[config.mk]
export PLATFORM = sky130hd
export DESIGN_NAME = lamp_supervisor
export DESIGN_NICKNAME = d
export VERILOG_FILES = /design/src/logic/lamp_supervisor_pkg.sv /design/src/logic/sync_two_stage.sv /design/src/logic/lamp_supervisor.sv
export VERILOG_INCLUDE_DIRS = /design/src /design/src/logic
export SDC_FILE = /design/constraint.sdc
export NUM_CORES = 1
export LEC_CHECK = 0
export ABC_AREA = 1
export BUFFER_PORTS_ARGS = -buffer_cell sky130_fd_sc_hd__buf_2
export CORE_ASPECT_RATIO = 0.5
export CORE_MARGIN = 2
export CORE_UTILIZATION = 40
export DETAILED_ROUTE_END_ITERATION = 10
export GPL_TIMING_DRIVEN = 0
export PLACE_DENSITY = 0.55
export SLEW_MARGIN = 20
export SYNTH_ARGS = -nofsm -noshare
export SYNTH_HDL_FRONTEND = slang
export SYNTH_HIERARCHICAL = 1
export SYNTH_SLANG_ARGS = --single-unit
[constraint.sdc]
create_clock -name sys_clk -period 3.5 [get_ports sys_clk]
set_input_delay 0.35 -clock sys_clk [delete_from_list [all_inputs] [get_ports sys_clk]]
set_output_delay 0.35 -clock sys_clk [all_outputs]
set_load 0.1 [all_outputs]
[src/logic/lamp_supervisor_map.svh]
// Constant map for the lamp strike/run fault supervisor
`ifndef LAMP_SUPERVISOR_MAP_SVH
`define LAMP_SUPERVISOR_MAP_SVH

// Clock rate in kHz
`define SUP_CLK_KHZ           25000
// Error amp discharge time after an over-voltage event, ns
`define SUP_DISCHARGE_NS      600
// Discharge length in cycles, rounded down, at least one
`define SUP_DISCHARGE_CYC     ((`SUP_DISCHARGE_NS * `SUP_CLK_KHZ) / 1000000)
// Strike timeout, ms (nominal figure inside the 1 - 2 s band)
`define SUP_STRIKE_MS         1400
`define SUP_STRIKE_CYC        (`SUP_STRIKE_MS * `SUP_CLK_KHZ)
// Counter widths
`define SUP_EVENT_BITS        4
`define SUP_OPEN_WD_BITS      9
`define SUP_SHORT_WD_BITS     7
`define SUP_DISCHARGE_BITS    5

`endif

[src/logic/lamp_supervisor_pkg.sv]
// Types for the lamp strike/run fault supervisor
`default_nettype none
package lamp_supervisor_pkg;

   typedef enum logic [2:0] {
      ST_OFF    = 3'b001,
      ST_STRIKE = 3'b010,
      ST_RUN    = 3'b100
   } mode_t;

   typedef enum logic [2:0] {
      FAULT_NONE       = 3'h0,
      FAULT_STRIKE_TO  = 3'h1,
      FAULT_OVER_VOLT  = 3'h2,
      FAULT_OVER_CURR  = 3'h3,
      FAULT_OPEN_LAMP  = 3'h4,
      FAULT_SHORT_LAMP = 3'h5
   } fault_t;

endpackage

`default_nettype wire

[src/logic/sync_two_stage.sv]
// Two flip-flop synchroniser for one comparator level
`timescale 1ns/1ps
`default_nettype none

module sync_two_stage (
   input  wire logic sys_clk,
   input  wire logic rst,
   input  wire logic async_in,
   output var  logic sync_out
);

   logic meta;

   always_ff @(posedge sys_clk) begin
      if (rst) begin
         meta     <= 1'b0;
         sync_out <= 1'b0;
      end else begin
         meta     <= async_in;
         sync_out <= meta;
      end
   end

endmodule

`default_nettype wire

[src/logic/lamp_supervisor.sv]
// Strike/run sequencer and fault supervisor for a resonant full-bridge lamp drive
// How it works
// - Power-up or enable rising enters strike mode.
// - Detected ignition moves strike mode to run mode.
// - Current peak above 1.0V during strike sets the ignition latch.
// - Strike timeout without ignition latches a fault, outputs off.
// - In run mode the current comparison level drops to 0.3V.
// - Strike starts at programmed frequency; tracking sweeps after first zero crossing.
// - Strike uses tracking loop; ignition hands control to fixed oscillator.
// - Before ignition in strike, clamp error amp output to 2.5V.
// - Latched faults clear only by enable or driver supply cycling.
// - Sixteen over-voltage peaks above 3.2V latch an over-voltage fault.
// - Over-voltage counting runs in strike and run modes only.
// - Each burst ramp cycle clears the shared event counter.
// - Over-voltage forces error amp discharge for about 600ns.
// - Run mode current peaks above 0.3V reset 9-bit watchdog; overflow faults.
// - Voltage peaks below 0.7V block 7-bit short counter reset; overflow faults.
// - Short-lamp detection works in both strike and run modes.
// - Short-lamp detection waits until timeout capacitor exceeds 0.5V.
// - In run mode, short counter holds during dimming off time.
// - Failed ignition or lamp loss shuts down without outside help.
// - Return current peaks above 2.0V clock the shared event counter.
// - Analog supply undervoltage holds all gate drives inactive.
`timescale 1ns/1ps
`default_nettype none
`include "lamp_supervisor_map.svh"

module lamp_supervisor #(
   parameter int unsigned STRIKE_CYCLES = `SUP_STRIKE_CYC
) (
   input  wire logic       sys_clk,
   input  wire logic       rst,
   input  wire logic       enable,
   input  wire logic       driver_supply_ok,
   input  wire logic       analog_supply_uvlo,
   input  wire logic       lamp_current_sense_above_strike,
   input  wire logic       lamp_current_sense_above_run,
   input  wire logic       lamp_voltage_sense_node_above_trip,
   input  wire logic       lamp_voltage_sense_node_above_short,
   input  wire logic       lamp_voltage_sense_node_zero_cross,
   input  wire logic       ocsns_above_trip,
   input  wire logic       burst_ramp_signal,
   input  wire logic       dim_off_interval,
   input  wire logic       timeout_cap_above_en,
   input  wire logic       osc_phase_a,
   input  wire logic       osc_phase_b,
   output var  logic       gate_a,
   output var  logic       gate_b,
   output var  logic       gate_c,
   output var  logic       gate_d,
   output var  logic       strike_mode,
   output var  logic       run_mode,
   output var  logic       use_tracking_osc,
   output var  logic       tracking_sweep,
   output var  logic       run_threshold_sel,
   output var  logic       error_amp_clamp,
   output var  logic       error_amp_discharge,
   output var  logic       fault_latched,
   output var  logic [2:0] fault_cause
);

   localparam int unsigned DIS_RAW = `SUP_DISCHARGE_CYC;
   localparam int unsigned DIS_CYC = (DIS_RAW < 1) ? 1 : DIS_RAW;
   localparam int unsigned EVW = `SUP_EVENT_BITS;
   localparam int unsigned OWW = `SUP_OPEN_WD_BITS;
   localparam int unsigned SWW = `SUP_SHORT_WD_BITS;
   localparam int unsigned DSW = `SUP_DISCHARGE_BITS;

   // ==========================================================
   // Input synchronisers
   // ==========================================================
   localparam int unsigned NSYNC = 14;
   logic [NSYNC-1:0] raw_in;
   logic [NSYNC-1:0] sy;

   assign raw_in = {enable, driver_supply_ok, analog_supply_uvlo, lamp_current_sense_above_strike,
                    lamp_current_sense_above_run, lamp_voltage_sense_node_above_trip, lamp_voltage_sense_node_above_short,
                    lamp_voltage_sense_node_zero_cross, ocsns_above_trip, burst_ramp_signal,
                    dim_off_interval, timeout_cap_above_en, osc_phase_a,
                    osc_phase_b};

   for (genvar i = 0; i < NSYNC; i++) begin : g_sync
      sync_two_stage u_sync (
         .sys_clk  (sys_clk),
         .rst      (rst),
         .async_in (raw_in[i]),
         .sync_out (sy[i])
      );
   end

   logic s_en, s_driver_supply, s_uvlo, s_i_strk, s_i_run, s_ov, s_ov_short;
   logic s_zero, s_oc, s_burst, s_dim_off, s_to_en, s_pa, s_pb;
   assign {s_en, s_driver_supply, s_uvlo, s_i_strk, s_i_run, s_ov, s_ov_short,
           s_zero, s_oc, s_burst, s_dim_off, s_to_en, s_pa, s_pb} = sy;

   // ==========================================================
   // Edge detection on synchronised levels
   // ==========================================================
   logic d_en, d_driver_supply, d_i_strk, d_i_run, d_ov, d_oc, d_burst, d_ov_short;

   always_ff @(posedge sys_clk) begin
      if (rst) begin
         d_en       <= 1'b0;
         d_driver_supply     <= 1'b0;
         d_i_strk   <= 1'b0;
         d_i_run    <= 1'b0;
         d_ov       <= 1'b0;
         d_oc       <= 1'b0;
         d_burst    <= 1'b0;
         d_ov_short <= 1'b0;
      end else begin
         d_en       <= s_en;
         d_driver_supply     <= s_driver_supply;
         d_i_strk   <= s_i_strk;
         d_i_run    <= s_i_run;
         d_ov       <= s_ov;
         d_oc       <= s_oc;
         d_burst    <= s_burst;
         d_ov_short <= s_ov_short;
      end
   end

   logic powered, start_req, ov_pulse, oc_pulse, burst_pulse;
   logic strike_peak, run_peak, short_peak;
   assign powered     = s_en && s_driver_supply;
   // Enable rising or driver supply returning both restart a strike
   assign start_req   = powered && !(d_en && d_driver_supply);
   assign ov_pulse    = s_ov && !d_ov;
   assign oc_pulse    = s_oc && !d_oc;
   assign burst_pulse = s_burst && !d_burst;
   assign strike_peak = s_i_strk && !d_i_strk;
   assign run_peak    = s_i_run && !d_i_run;
   assign short_peak  = s_ov_short && !d_ov_short;

   // ==========================================================
   // Mode state machine and fault latch
   // ==========================================================
   lamp_supervisor_pkg::mode_t  mode;
   lamp_supervisor_pkg::mode_t  next_mode;
   lamp_supervisor_pkg::fault_t next_cause;
   logic                        fault_hit;
   logic                        strike_to_hit;
   logic                        ov_hit;
   logic                        oc_hit;
   logic                        open_hit;
   logic                        short_hit;

   assign fault_hit = strike_to_hit || ov_hit || oc_hit || open_hit || short_hit;

   always_comb begin
      next_cause = lamp_supervisor_pkg::FAULT_NONE;
      if (strike_to_hit)
         next_cause = lamp_supervisor_pkg::FAULT_STRIKE_TO;
      else if (ov_hit)
         next_cause = lamp_supervisor_pkg::FAULT_OVER_VOLT;
      else if (oc_hit)
         next_cause = lamp_supervisor_pkg::FAULT_OVER_CURR;
      else if (open_hit)
         next_cause = lamp_supervisor_pkg::FAULT_OPEN_LAMP;
      else if (short_hit)
         next_cause = lamp_supervisor_pkg::FAULT_SHORT_LAMP;
   end

   always_comb begin
      next_mode = mode;
      unique case (mode)
         lamp_supervisor_pkg::ST_OFF: begin
            if (start_req)
               next_mode = lamp_supervisor_pkg::ST_STRIKE;
         end
         lamp_supervisor_pkg::ST_STRIKE: begin
            if (!powered || fault_hit)
               next_mode = lamp_supervisor_pkg::ST_OFF;
            else if (strike_peak)
               next_mode = lamp_supervisor_pkg::ST_RUN;
         end
         lamp_supervisor_pkg::ST_RUN: begin
            if (!powered || fault_hit)
               next_mode = lamp_supervisor_pkg::ST_OFF;
         end
         default: next_mode = lamp_supervisor_pkg::ST_OFF;
      endcase
   end

   always_ff @(posedge sys_clk) begin
      if (rst)
         mode <= lamp_supervisor_pkg::ST_OFF;
      else if (fault_latched && !start_req)
         mode <= lamp_supervisor_pkg::ST_OFF;
      else
         mode <= next_mode;
   end

   // Only an enable or supply restart clears it
   always_ff @(posedge sys_clk) begin
      if (rst) begin
         fault_latched <= 1'b0;
         fault_cause   <= lamp_supervisor_pkg::FAULT_NONE;
      end else if (fault_hit && !fault_latched) begin
         fault_latched <= 1'b1;
         fault_cause   <= next_cause;
      end else if (start_req) begin
         fault_latched <= 1'b0;
         fault_cause   <= lamp_supervisor_pkg::FAULT_NONE;
      end
   end

   logic active;
   assign active = (mode != lamp_supervisor_pkg::ST_OFF) && !fault_latched;

   // ==========================================================
   // Strike timer
   // ==========================================================
   logic [31:0] strike_cnt;

   always_ff @(posedge sys_clk) begin
      if (rst || mode != lamp_supervisor_pkg::ST_STRIKE)
         strike_cnt <= 32'h0;
      else if (strike_cnt < STRIKE_CYCLES)
         strike_cnt <= strike_cnt + 32'h1;
   end

   assign strike_to_hit = active && mode == lamp_supervisor_pkg::ST_STRIKE
                          && strike_cnt >= STRIKE_CYCLES && !strike_peak;

   // ==========================================================
   // Shared over-voltage / over-current event counter
   // ==========================================================
   logic [EVW-1:0] event_cnt;
   logic           event_in;
   assign event_in = ov_pulse || oc_pulse;

   always_ff @(posedge sys_clk) begin
      if (rst || burst_pulse || !active)
         event_cnt <= '0;
      else if (event_in)
         event_cnt <= event_cnt + EVW'(1);
   end

   // Sixteenth event is the one arriving with the counter full
   assign ov_hit = active && ov_pulse && !burst_pulse && (&event_cnt);
   assign oc_hit = active && oc_pulse && !ov_pulse && !burst_pulse
                   && (&event_cnt);

   // ==========================================================
   // Open-lamp watchdog, run mode
   // ==========================================================
   logic [OWW-1:0] open_cnt;

   always_ff @(posedge sys_clk) begin
      if (rst || mode != lamp_supervisor_pkg::ST_RUN || run_peak)
         open_cnt <= '0;
      else
         open_cnt <= open_cnt + OWW'(1);
   end

   assign open_hit = active && mode == lamp_supervisor_pkg::ST_RUN
                     && (&open_cnt) && !run_peak;

   // ==========================================================
   // Shorted-lamp watchdog
   // ==========================================================
   logic [SWW-1:0] short_cnt;
   logic           short_hold;
   // Dimming off time would look like a short, so the count waits
   assign short_hold = mode == lamp_supervisor_pkg::ST_RUN && s_dim_off;

   always_ff @(posedge sys_clk) begin
      if (rst || !active || !s_to_en || short_peak)
         short_cnt <= '0;
      else if (!short_hold)
         short_cnt <= short_cnt + SWW'(1);
   end

   assign short_hit = active && s_to_en && !short_hold && !short_peak
                      && (&short_cnt);

   // ==========================================================
   // Oscillator selection and error amp control
   // ==========================================================
   logic seen_zero;

   always_ff @(posedge sys_clk) begin
      if (rst || mode != lamp_supervisor_pkg::ST_STRIKE)
         seen_zero <= 1'b0;
      else if (s_zero)
         seen_zero <= 1'b1;
   end

   always_ff @(posedge sys_clk) begin
      if (rst) begin
         strike_mode       <= 1'b0;
         run_mode          <= 1'b0;
         use_tracking_osc  <= 1'b0;
         tracking_sweep    <= 1'b0;
         run_threshold_sel <= 1'b0;
         error_amp_clamp   <= 1'b0;
      end else begin
         strike_mode       <= next_mode == lamp_supervisor_pkg::ST_STRIKE && !fault_hit;
         run_mode          <= next_mode == lamp_supervisor_pkg::ST_RUN && !fault_hit;
         use_tracking_osc  <= next_mode == lamp_supervisor_pkg::ST_STRIKE;
         tracking_sweep    <= next_mode == lamp_supervisor_pkg::ST_STRIKE
                              && (seen_zero || s_zero);
         run_threshold_sel <= next_mode == lamp_supervisor_pkg::ST_RUN;
         error_amp_clamp   <= next_mode == lamp_supervisor_pkg::ST_STRIKE;
      end
   end

   logic [DSW-1:0] dis_cnt;

   always_ff @(posedge sys_clk) begin
      if (rst)
         dis_cnt <= '0;
      else if (s_ov)
         dis_cnt <= DSW'(DIS_CYC);
      else if (dis_cnt != '0)
         dis_cnt <= dis_cnt - DSW'(1);
   end

   always_ff @(posedge sys_clk) begin
      if (rst)
         error_amp_discharge <= 1'b0;
      else
         error_amp_discharge <= s_ov || dis_cnt > DSW'(1);
   end

   // ==========================================================
   // Gate drives
   // ==========================================================
   logic drive_ok;
   // Undervoltage and any fault kill all four drives at once
   assign drive_ok = active && !fault_hit && !s_uvlo && next_mode != lamp_supervisor_pkg::ST_OFF;

   always_ff @(posedge sys_clk) begin
      if (rst) begin
         gate_a <= 1'b0;
         gate_b <= 1'b0;
         gate_c <= 1'b0;
         gate_d <= 1'b0;
      end else begin
         gate_a <= drive_ok && s_pa && !s_pb;
         gate_b <= drive_ok && s_pb && !s_pa;
         gate_c <= drive_ok && s_pb && !s_pa;
         gate_d <= drive_ok && s_pa && !s_pb;
      end
   end

endmodule

`default_nettype wire

== Yosys cells after proc, flatten, opt, wreduce, memory -nomap -nowiden ==
Index checks and enable logic that the tools add are counted.
Storage, ports and cells
  register bits: 109
  bits of input ports: 16
  output and inout port bits: 15
  logic and storage cells: 173
Operators by class
  add/subtract/negate cells: 5
  $lt $le $gt $ge: 3
  equality and inequality tests: 9
  muxes and demuxes: 16
  reductions and logical operators: 86
Operators with widths (count)
  $logic_and A1 B1 Y1: 40
  $mux W3: 11
  $add A32 B1 Y32 const B: 1
  $ge A32 B26 Y1 const B: 1
  $lt A32 B26 Y1 const B: 1
  $logic_not A1 Y1: 22
  $logic_or A1 B1 Y1: 16
  $add A9 B1 Y9 const B: 1
  $pmux W3 S3: 1
  $reduce_and A9 Y1: 1
  $mux W4: 2
  $add A7 B1 Y7 const B: 1
  $reduce_and A7 Y1: 1
  $eq A3 B2 Y1 const B: 2
  $eq A3 B3 Y1 const B: 2
  $ne A3 B1 Y1 const B: 2
  $gt A5 B1 Y1 const B: 1
  $reduce_bool A5 Y1: 1
  $sub A5 B1 Y5 const B: 1
  $add A4 B1 Y4 const B: 1
  $reduce_and A4 Y1: 1
  $reduce_bool A2 Y1: 2
  $reduce_or A2 Y1: 2
  $eq A3 B1 Y1 const B: 1
  3 further kinds: 4

== Depth between registers and ports, before layout ==
Gate-level depths: netlist of run 1.
  depth after elaboration: 16
  depth in mapped cells: 15
  mapped depth without buffers: 15

== Hierarchy ==
Netlist of run 1, hierarchy kept.
By module, submodules not included
  lamp_supervisor: instances 1, cells an instance 555, area each 3915.0 µm², seq. area each 1621.6 µm²
  sync_two_stage: instances 14, cells an instance 6, area each 55.1 µm², seq. area each 40.0 µm²

== Worst setup path after synthesis of run 1 ==
No wires, ideal clock.
  kind: register to register
  start point: register fault_latched
  end point: register fault_cause[0]
  setup time: 68 ps
  arrival: 1975 ps
  required time: 3432 ps
  setup slack: 1457 ps
  stages on the path, launching flop included: 11
  path buffers: 0
  clock period less this slack: 2043 ps
  path through: dfxtp_1 inv_1 nand2_1 inv_1 nand3_1 nand2_1 nor2_4 nand2_4 nor2_4 nand2_1 a21oi_2
Between the ends
  cells in the longest elaborated chain, start to end: 12
  elaborated cells on any way between the ends: 31
  those cells by class: mux: 6; reduce/logical: 25
RTL lines
  start: declaration: RTL line lamp_supervisor.sv:58  | output var logic fault_latched,
  start signal: assignment: RTL line lamp_supervisor.sv:197  | fault_latched <= 1'b0;
  start signal: assignment: RTL line lamp_supervisor.sv:200  | fault_latched <= 1'b1;
  start signal: assignment: RTL line lamp_supervisor.sv:203  | fault_latched <= 1'b0;
  $logic_not A1 Y1 (*): RTL line lamp_supervisor.sv:199, lamp_supervisor.sv:209
  $logic_and A1 B1 Y1: RTL line lamp_supervisor.sv:209  | assign active = (mode != lamp_supervisor_pkg::ST_OFF) && !fault_latched;
  $logic_and A1 B1 Y1 (3 in series): RTL line lamp_supervisor.sv:275  | assign short_hit = active && s_to_en && !short_hold && !short_peak
  $logic_and A1 B1 Y1: RTL line lamp_supervisor.sv:276  | && (&short_cnt);
  $mux W3: RTL line lamp_supervisor.sv:160  | else if (short_hit)
  $mux W3: RTL line lamp_supervisor.sv:158  | else if (open_hit)
  $mux W3: RTL line lamp_supervisor.sv:156  | else if (oc_hit)
  $mux W3: RTL line lamp_supervisor.sv:154  | else if (ov_hit)
  $mux W3: RTL line lamp_supervisor.sv:152  | if (strike_to_hit)
  $mux W3: RTL line lamp_supervisor.sv:199  | end else if (fault_hit && !fault_latched) begin
  end signal: assignment: RTL line lamp_supervisor.sv:198  | fault_cause <= lamp_supervisor_pkg::FAULT_NONE;
  end signal: assignment: RTL line lamp_supervisor.sv:201  | fault_cause <= next_cause;
  end signal: assignment: RTL line lamp_supervisor.sv:204  | fault_cause <= lamp_supervisor_pkg::FAULT_NONE;
  end: declaration: RTL line lamp_supervisor.sv:59  | output var logic [2:0] fault_cause
Every way passes the cells marked *; elsewhere a longest branch is shown, timed or not.
A chain may end at the register's enable or synchronous reset.

== Worst setup path in the final report of run 1 ==
  start point: register open_cnt[0]
  end point: register gate_d
Between the ends
  cells in the longest elaborated chain, start to end: 12
  elaborated cells on any way between the ends: 16
  those cells by class: eq/ne: 1; mux: 3; reduce/logical: 12
RTL lines
  start: declaration: RTL line lamp_supervisor.sv:248  | logic [OWW-1:0] open_cnt;
  start signal: assignment: RTL line lamp_supervisor.sv:254  | open_cnt <= open_cnt + OWW'(1);
  $reduce_and A9 Y1 (*): RTL line lamp_supervisor.sv:258  | && (&open_cnt) && !run_peak;
  $logic_and A1 B1 Y1 (*) (2 in series): RTL line lamp_supervisor.sv:258
  $logic_or A1 B1 Y1 (*) (2 in series): RTL line lamp_supervisor.sv:148  | assign fault_hit = strike_to_hit || ov_hit || oc_hit || open_hit || short_hit;
  $logic_or A1 B1 Y1: RTL line lamp_supervisor.sv:172, lamp_supervisor.sv:178
  $mux W3 (on tied branches): RTL line lamp_supervisor.sv:178, lamp_supervisor.sv:172
  $pmux W3 S3: RTL line lamp_supervisor.sv:166  | unique case (mode)
  $ne A3 B1 Y1: RTL line lamp_supervisor.sv:332  | assign drive_ok = active && !fault_hit && !s_uvlo && next_mode != lamp_supervisor_pkg::ST_OFF;
  $logic_and A1 B1 Y1 (*): RTL line lamp_supervisor.sv:332
  $logic_and A1 B1 Y1 (*) (2 in series): RTL line lamp_supervisor.sv:344  | gate_d <= drive_ok && s_pa && !s_pb;
  end signal: assignment: RTL line lamp_supervisor.sv:344
  end: declaration: RTL line lamp_supervisor.sv:50  | output var logic gate_d,
Marked as above.

==> metrics.cfg, run 1 <==
[synth]
synth_compound_area_share_pct = 7.26
syn_area_sq_mm = 0.00469
synth_top_family_by_area = simple AND/OR/NAND/NOR gates
synth_xor_area_share_pct = 4.11
yosys_warnings = 6
ys_types = 39
synthAdderAreaFrac_pct = 2.14
muxShareOfSynthArea_pct = 0.240
yosysSeqAreaShare_pct = 46.6
synthSimpleGateAreaFrac_pct = 29.2
syn_inst = 639
synth.avg_cell_area_sq_um = 7.33
syn-num-nets = 663
synth-seq-cells = 109

[power_and_ir_drop]
ir_drop_v = 0.000231
leakagePower_nw = 2.26
powerDensity_mw_per_mm2 = 468

[setup_path]
path_class = flip-flop to flip-flop
cp.required_ps = 3740
arrival_ps = 2310
reg2reg_depth = 15
r2r_start = open_cnt[0]
startpoint_type = flip-flop
endpoint_kind = flip-flop
worstPathMaxFanout = 4
r2r_slack_ps = 1440
r2r-end = gate_d
startpoint = open_cnt[0]

[cts]
path_clk_slew_ps = 80
clockRootBuffer = clkbuf_16
post_cts_buffers = 0
cts_max_level = 3
clk_latency_ps = 350
cts_resized = 0
tritoncts = built
ctsHoldBuffers = 0
cts.sinks = 109
cts_inserted_buffers = 9
clockBufferDepth = 2

[cells_and_area]
diodes = 0
n_fill_cell = 1153
drive_gt1_share_pct = 10.5
finalNonFillerCells = 844
fin_nets = 704
mostFrequentLayoutCell = nand2_1
final_cell_mix = nand2_1 (122), nor2_1 (114), dfxtp_1 (109)
syn2layout_area_growth_pct = 13.8

[sta]
worstMarginPinSlew_ps = 605
fmaxAchievable_mhz = 485
setup-violations-final = 0
fin_crit_sh_pct = 58.9
max_slew_margin_pct = 59.7
hold_viol_final = 0
rsz0062_at_grt = false
tns_ps = 0
min_period_ps = 2060
skew_ps = 8.45
final_max_slew_viol_count = 0

[routing]
postRouteAntennaNets = 0
via_count = 3770
firstDrtPassIters = 4
vias_per_cell = 4.47
remaining_drc_errors = 0
routed_wl_microns = 9030
wl_per_cell_microns = 10.7
detail_route.iter0.violations = 174

[global_route]
grt_use_total_pct = 15.9
grt_overflow = 0
grt_pass1_vias = 3418
grt_max_degree = 34
antenna_found_initial = 0
grt_pass1_wl_microns = 15800

[floorplanning]
core_sq_mm = 0.0112
rows = 27
fp.dieW_microns = 157
die_y_microns = 80.5
die_area_sq_mm = 0.0126
initial_core_util_pct = 41.8
ios = 31

[run_status]
status = finished clean

[hold_path]
whs_path_depth = 3
min_from = lamp_voltage_sense_node_above_trip
hold_end = g_sync[8].u_sync/meta
min-delay-path-class = primary input to flip-flop

[job]
maxCapViolations = 0

[place]
dp_hpwl_microns = 6690
io_buffers = 30
dp.cells = 828
gp_congestion = 0.911

per-layer routing:
metal	wire, microns	GRT usage [%]
met1	4640	21.2
met3	346	4.26
met2	3920	25.1
met5	0	0
met4	131	5.27
cell usage after synthesis:
cell       number  area, sq um
a21oi_2         3         26.3
o21ai_0        16         80.1
nor2_2          3         18.8
dfxtp_1       109         2180
nor2_1        114          428
nor3b_1         4         30.0
or2_0           2         12.5
nand2_1       122          458
o21a_1          1         7.51
nand3b_1        2         15.0
xnor2_1         6         52.6
buf_1           1         3.75
nand2_2         2         12.5
nand3_1        27          135
o21ai_1         1         5.00
nand2_4         3         33.8
buf_4           5         37.5
nor2_4          2         22.5
a31oi_1         2         12.5
nor4_1          1         6.26
o2111ai_1       1         8.76
o31ai_1         1         7.51
a21boi_0        1         7.51
buf_6           2         22.5
mux2_2          1         11.3
buf_2           2         10.0
nand4_1        13         81.3
or2_2           1         6.26
a21oi_1        34          170
o21bai_1        1         7.51
nand3_2         1         10.0
inv_4           1         6.26
ha_1            8          100
nor3_1         20          100
clkbuf_1        3         11.3
inv_1         105          394
o211ai_1        1         7.51
inv_2           1         3.75
xor2_1         16          140
critical path: stages, from the launching register on:
cell	delay (ps)
dfxtp_1	360
ha_1	170
nand2_1	60
nor2_1	80
inv_1	50
nor2_1	110
nand2_1	90
nor3_1	160
ha_1	180
nand3_1	100
nand2_1	160
nor2_4	60
nand3_1	90
nand2_1	70
nand3_1	130
nor2_1	70
worst max path at each step:
stage,slack (ps),to,depth (start not counted)
5_1_grt,1170,gate_d,15
4_1_cts,1400,gate_d,15
6_report,1440,gate_d,15
3_3_place_gp,1430,gate_c,15
3_5_place_dp,1420,gate_d,15
2_1_floorplan,1460,fault_cause[0],10
cell families (layout without fill, tap and decap cells):
| kind of cell | count (synthesis) | in the layout |
|---|---|---|
| AOI/OAI and AO/OA | 62 | 62 |
| xor gates and xnor gates | 22 | 22 |
| adders and majority gates | 8 | 8 |
| buffers and inverters | 120 | 166 |
| DFF | 109 | 109 |
| muxes | 1 | 1 |
| and+or+nand+nor | 317 | 317 |
power breakdown:
part	switching, W	total, W	internal, W
clock network	0.000489	0.000993	0.000504
logic	0.000141	0.000201	0.0000607
registers	0.0000179	0.00130	0.00128
total	0.000647	0.00250	0.00185
registers in the layout, indices dropped and copies added (netlist names), 4 cells and up:
signal	count
g_sync.u_sync/sync_out	14
g_sync.u_sync/meta	14
open_cnt	9
short_cnt	7
dis_cnt	5
event_cnt	4
strike_cnt	32
final cells by class:
type | instances | area, sq um | area share (%)
Clock buffer | 10 | 229 | 4.29
Clock inverter | 6 | 68.8 | 1.29
Timing Repair Buffer | 30 | 150 | 2.82
Multi-Input combinational cell | 410 | 2010 | 37.8
Tap cell | 159 | 199 | 3.73
Inverter | 107 | 404 | 7.58
Buffer | 13 | 85.1 | 1.60
Sequential cell | 109 | 2180 | 40.9
metrics by stage:
step                      hold slack [ps]  cell area, sq um  worst slack, ps  utilization [%]  total power (W)
after floorplan                       388              4690             1460                -          0.00149
after global placement                392              5030             1430             44.9          0.00153
after detailed placement              392              5030             1420             44.9          0.00153
after CTS                             182              5330             1400             47.5          0.00254
after global routing                  183              5330             1170             47.5          0.00262
final                                 195              5330             1440             47.5          0.00250
No activity file was read; power rests on OpenSTA's default activity.
==> run 2, diff against run 1 <==
==> constraint.sdc (replaced) <==
create_clock -name sys_clk -period 2.1 [get_ports sys_clk]
set_input_delay 0.21 -clock sys_clk [delete_from_list [all_inputs] [get_ports sys_clk]]
set_output_delay 0.21 -clock sys_clk [all_outputs]
set_load 0.1 [all_outputs]
==> run 2 against run 1 <==
Cell count up 0.24%. Register-to-register slack worse by 1300 ps. First-iteration DRC count up 11%. Total power up 67%. Flip-flop and latch count unchanged. Final area up 1.4%. Global-route usage unchanged. Critical path depth unchanged. Combinational power up 67%. Worst setup slack worse by 1300 ps. Non-clock buffer count up 2. Sequential share of layout area down 0.46 points. Critical endpoint unchanged. Largest cell class unchanged. Highest routed layer unchanged.
==> metrics.cfg, run 2 (synthesized netlist as in run 1, its figures left out) <==
[run_status]
status = finished clean

[cells_and_area]
syn2layout_area_growth_pct = 15.4
register_area_sq_mm = 0.00219  ; +0.23%
diodes = 0  ; unchanged
final_area_sq_mm = 0.00541  ; +1.4%
fin_nets = 706  ; +0.28%
n_fill_cell = 1146  ; -0.61%
final_cell_mix = nand2_1 (119), nor2_1 (112), dfxtp_1 (107)
drive_gt1_share_pct = 12.8  ; +2.3 points
multi_input_area_sq_mm = 0.00207  ; +2.6%
largest_register = strike_cnt
final_util_pct = 48.2  ; +0.65 points
largestRegisters = strike_cnt: 32 flops, g_sync.u_sync/meta: 14 flops, g_sync.u_sync/sync_out: 14 flops
largest_reg_flops = 32  ; unchanged
mostFrequentLayoutCell = nand2_1

[power_and_ir_drop]
ir_drop_v = 0.000383  ; +66%
powerDensity_mw_per_mm2 = 769  ; +64%
leakagePower_nw = 2.27  ; +0.36%

[setup_path]
worstPathMaxFanout = 4  ; unchanged
reg2reg_depth = 15  ; unchanged
startpoint_type = flip-flop
arrival_ps = 2210  ; -100 ps
cp.required_ps = 2350  ; -1390 ps
path_class = flip-flop to flip-flop
endpoint_kind = flip-flop
r2r_slack_ps = 140  ; -1300 ps
r2r_start = open_cnt[0]
r2r-end = gate_d

[global_route]
grt_max_degree = 34  ; unchanged
grt_use_total_pct = 15.9  ; unchanged
grt_overflow = 0  ; unchanged
grt_pass1_vias = 3418  ; unchanged
antenna_found_initial = 0  ; unchanged
grt_pass1_wl_microns = 15800  ; unchanged

[cts]
cts_max_level = 3  ; unchanged
path_clk_slew_ps = 80  ; about the same
cts.sinks = 109  ; unchanged
clk_latency_ps = 350  ; about the same
tritoncts = built
clockBufferDepth = 2  ; unchanged
clockRootBuffer = clkbuf_16
ctsHoldBuffers = 0  ; unchanged
cts_inserted_buffers = 9  ; unchanged

[sta]
skew_ps = 7.89  ; -0.559 ps
fmaxAchievable_mhz = 510  ; +5.2%
worstMarginPinSlew_ps = 609  ; +4.72 ps
fin_crit_sh_pct = 93.3  ; +34 points
tns_ps = 0  ; unchanged
min_period_ps = 1960  ; -102 ps
setup-violations-final = 0  ; unchanged
whs_ps = 55.8  ; -139 ps
final_max_slew_viol_count = 0  ; unchanged
hold_viol_final = 0  ; unchanged
max_slew_margin_pct = 59.4  ; -0.31 points

[floorplanning]
ios = 31  ; unchanged
initial_core_util_pct = 41.8  ; unchanged
die_area_sq_mm = 0.0126  ; unchanged
core_sq_mm = 0.0112  ; unchanged
rows = 27  ; unchanged
die_y_microns = 80.5  ; unchanged
fp.dieW_microns = 157  ; unchanged

[routing]
detail_route.iter0.violations = 194  ; +11%
postRouteAntennaNets = 0  ; unchanged
vias_per_cell = 4.48  ; +0.32%
wl_per_cell_microns = 10.8  ; +0.78%
firstDrtPassIters = 5  ; +1
via_count = 3791  ; +0.56%
remaining_drc_errors = 0  ; unchanged
routed_wl_microns = 9130  ; +1.0%

[place]
dpl_cell_area_sq_mm = 0.00503  ; unchanged
dp_hpwl_microns = 6690  ; unchanged
io_buffers = 30  ; unchanged
gp_congestion = 0.911  ; unchanged

[hold_path]
whs_path_depth = 3  ; unchanged
hold_end = g_sync[8].u_sync/meta
min_from = lamp_voltage_sense_node_above_trip
min-delay-path-class = primary input to flip-flop

[job]
maxCapViolations = 0  ; unchanged

==> run 2: final cells by class <==
| cell class | instances | share of cell area (%) |
|---|---|---|
| sequential | 109 | 40.5 |
| multi-input combinational | 410 | 38.2 |
| inverter | 107 | 7.48 |
| clock buffer | 10 | 4.24 |
| tap | 159 | 3.68 |
| timing repair buffer | 32 | 3.06 |
| buffer | 13 | 1.57 |
| clock inverter | 6 | 1.27 |
==> run 2: critical path, stage by stage, from the launching register on <==
cell and delay [ps]:
dfxtp_4 370, ha_4 140, nand2_2 50, nor2_2 110, inv_2 50, nor2_4 110
nand2_2 70, nor3_2 180, ha_2 200, nand3_2 80, nand2_2 110, nor2_4 50
nand3_1 100, nand2_1 80, nand3_2 100, nor2_1 60
==> run 2: per-stage QoR <==
step	instances	setup slack, ps	total power (W)
finish	846	140	0.00416
global route	846	-4.89	0.00436
CTS	844	27.9	0.00423
detailed placement	828	23.9	0.00255
global placement	828	25.7	0.00255
floorplan	639	57.1	0.00248
==> run 2: worst max-delay path by stage <==
stage,start,endpoint,depth (start not counted)
6_report,open_cnt[0],gate_d,15
4_1_cts,open_cnt[0],gate_d,15
3_3_place_gp,open_cnt[0],gate_c,15
2_1_floorplan,fault_latched,fault_cause[0],10
5_1_grt,open_cnt[0],mode[1],15
3_5_place_dp,open_cnt[0],gate_d,15
==> run 2: where the power goes <==
part | switching, W | leakage, nW | internal [W]
combinational | 0.000234 | 1.24 | 0.000101
clock | 0.000813 | 0.141 | 0.000841
sequential | 0.0000300 | 0.887 | 0.00214
==> run 2: per-layer routing <==
| layer | GRT usage [%] | wire [microns] | vias to the layer above |
|---|---|---|---|
| li1 | - | - | 2064 |
| met1 | 21.2 | 4610 | 1659 |
| met2 | 25.1 | 4020 | 56 |
| met3 | 4.26 | 368 | 12 |
| met4 | 5.27 | 131 | 0 |
| met5 | 0 | 0 | - |
==> run 2: timing repair <==
| item | 4_1_cts | 5_1_grt |
|---|---|---|
| endpoints found under the setup margin | 1 | 15 |
| gates resized for setup | 1 | 16 |
| hold endpoints to repair | 0 | 0 |
| pin swaps | 0 | 8 |
| setup buffers | 0 | 2 |
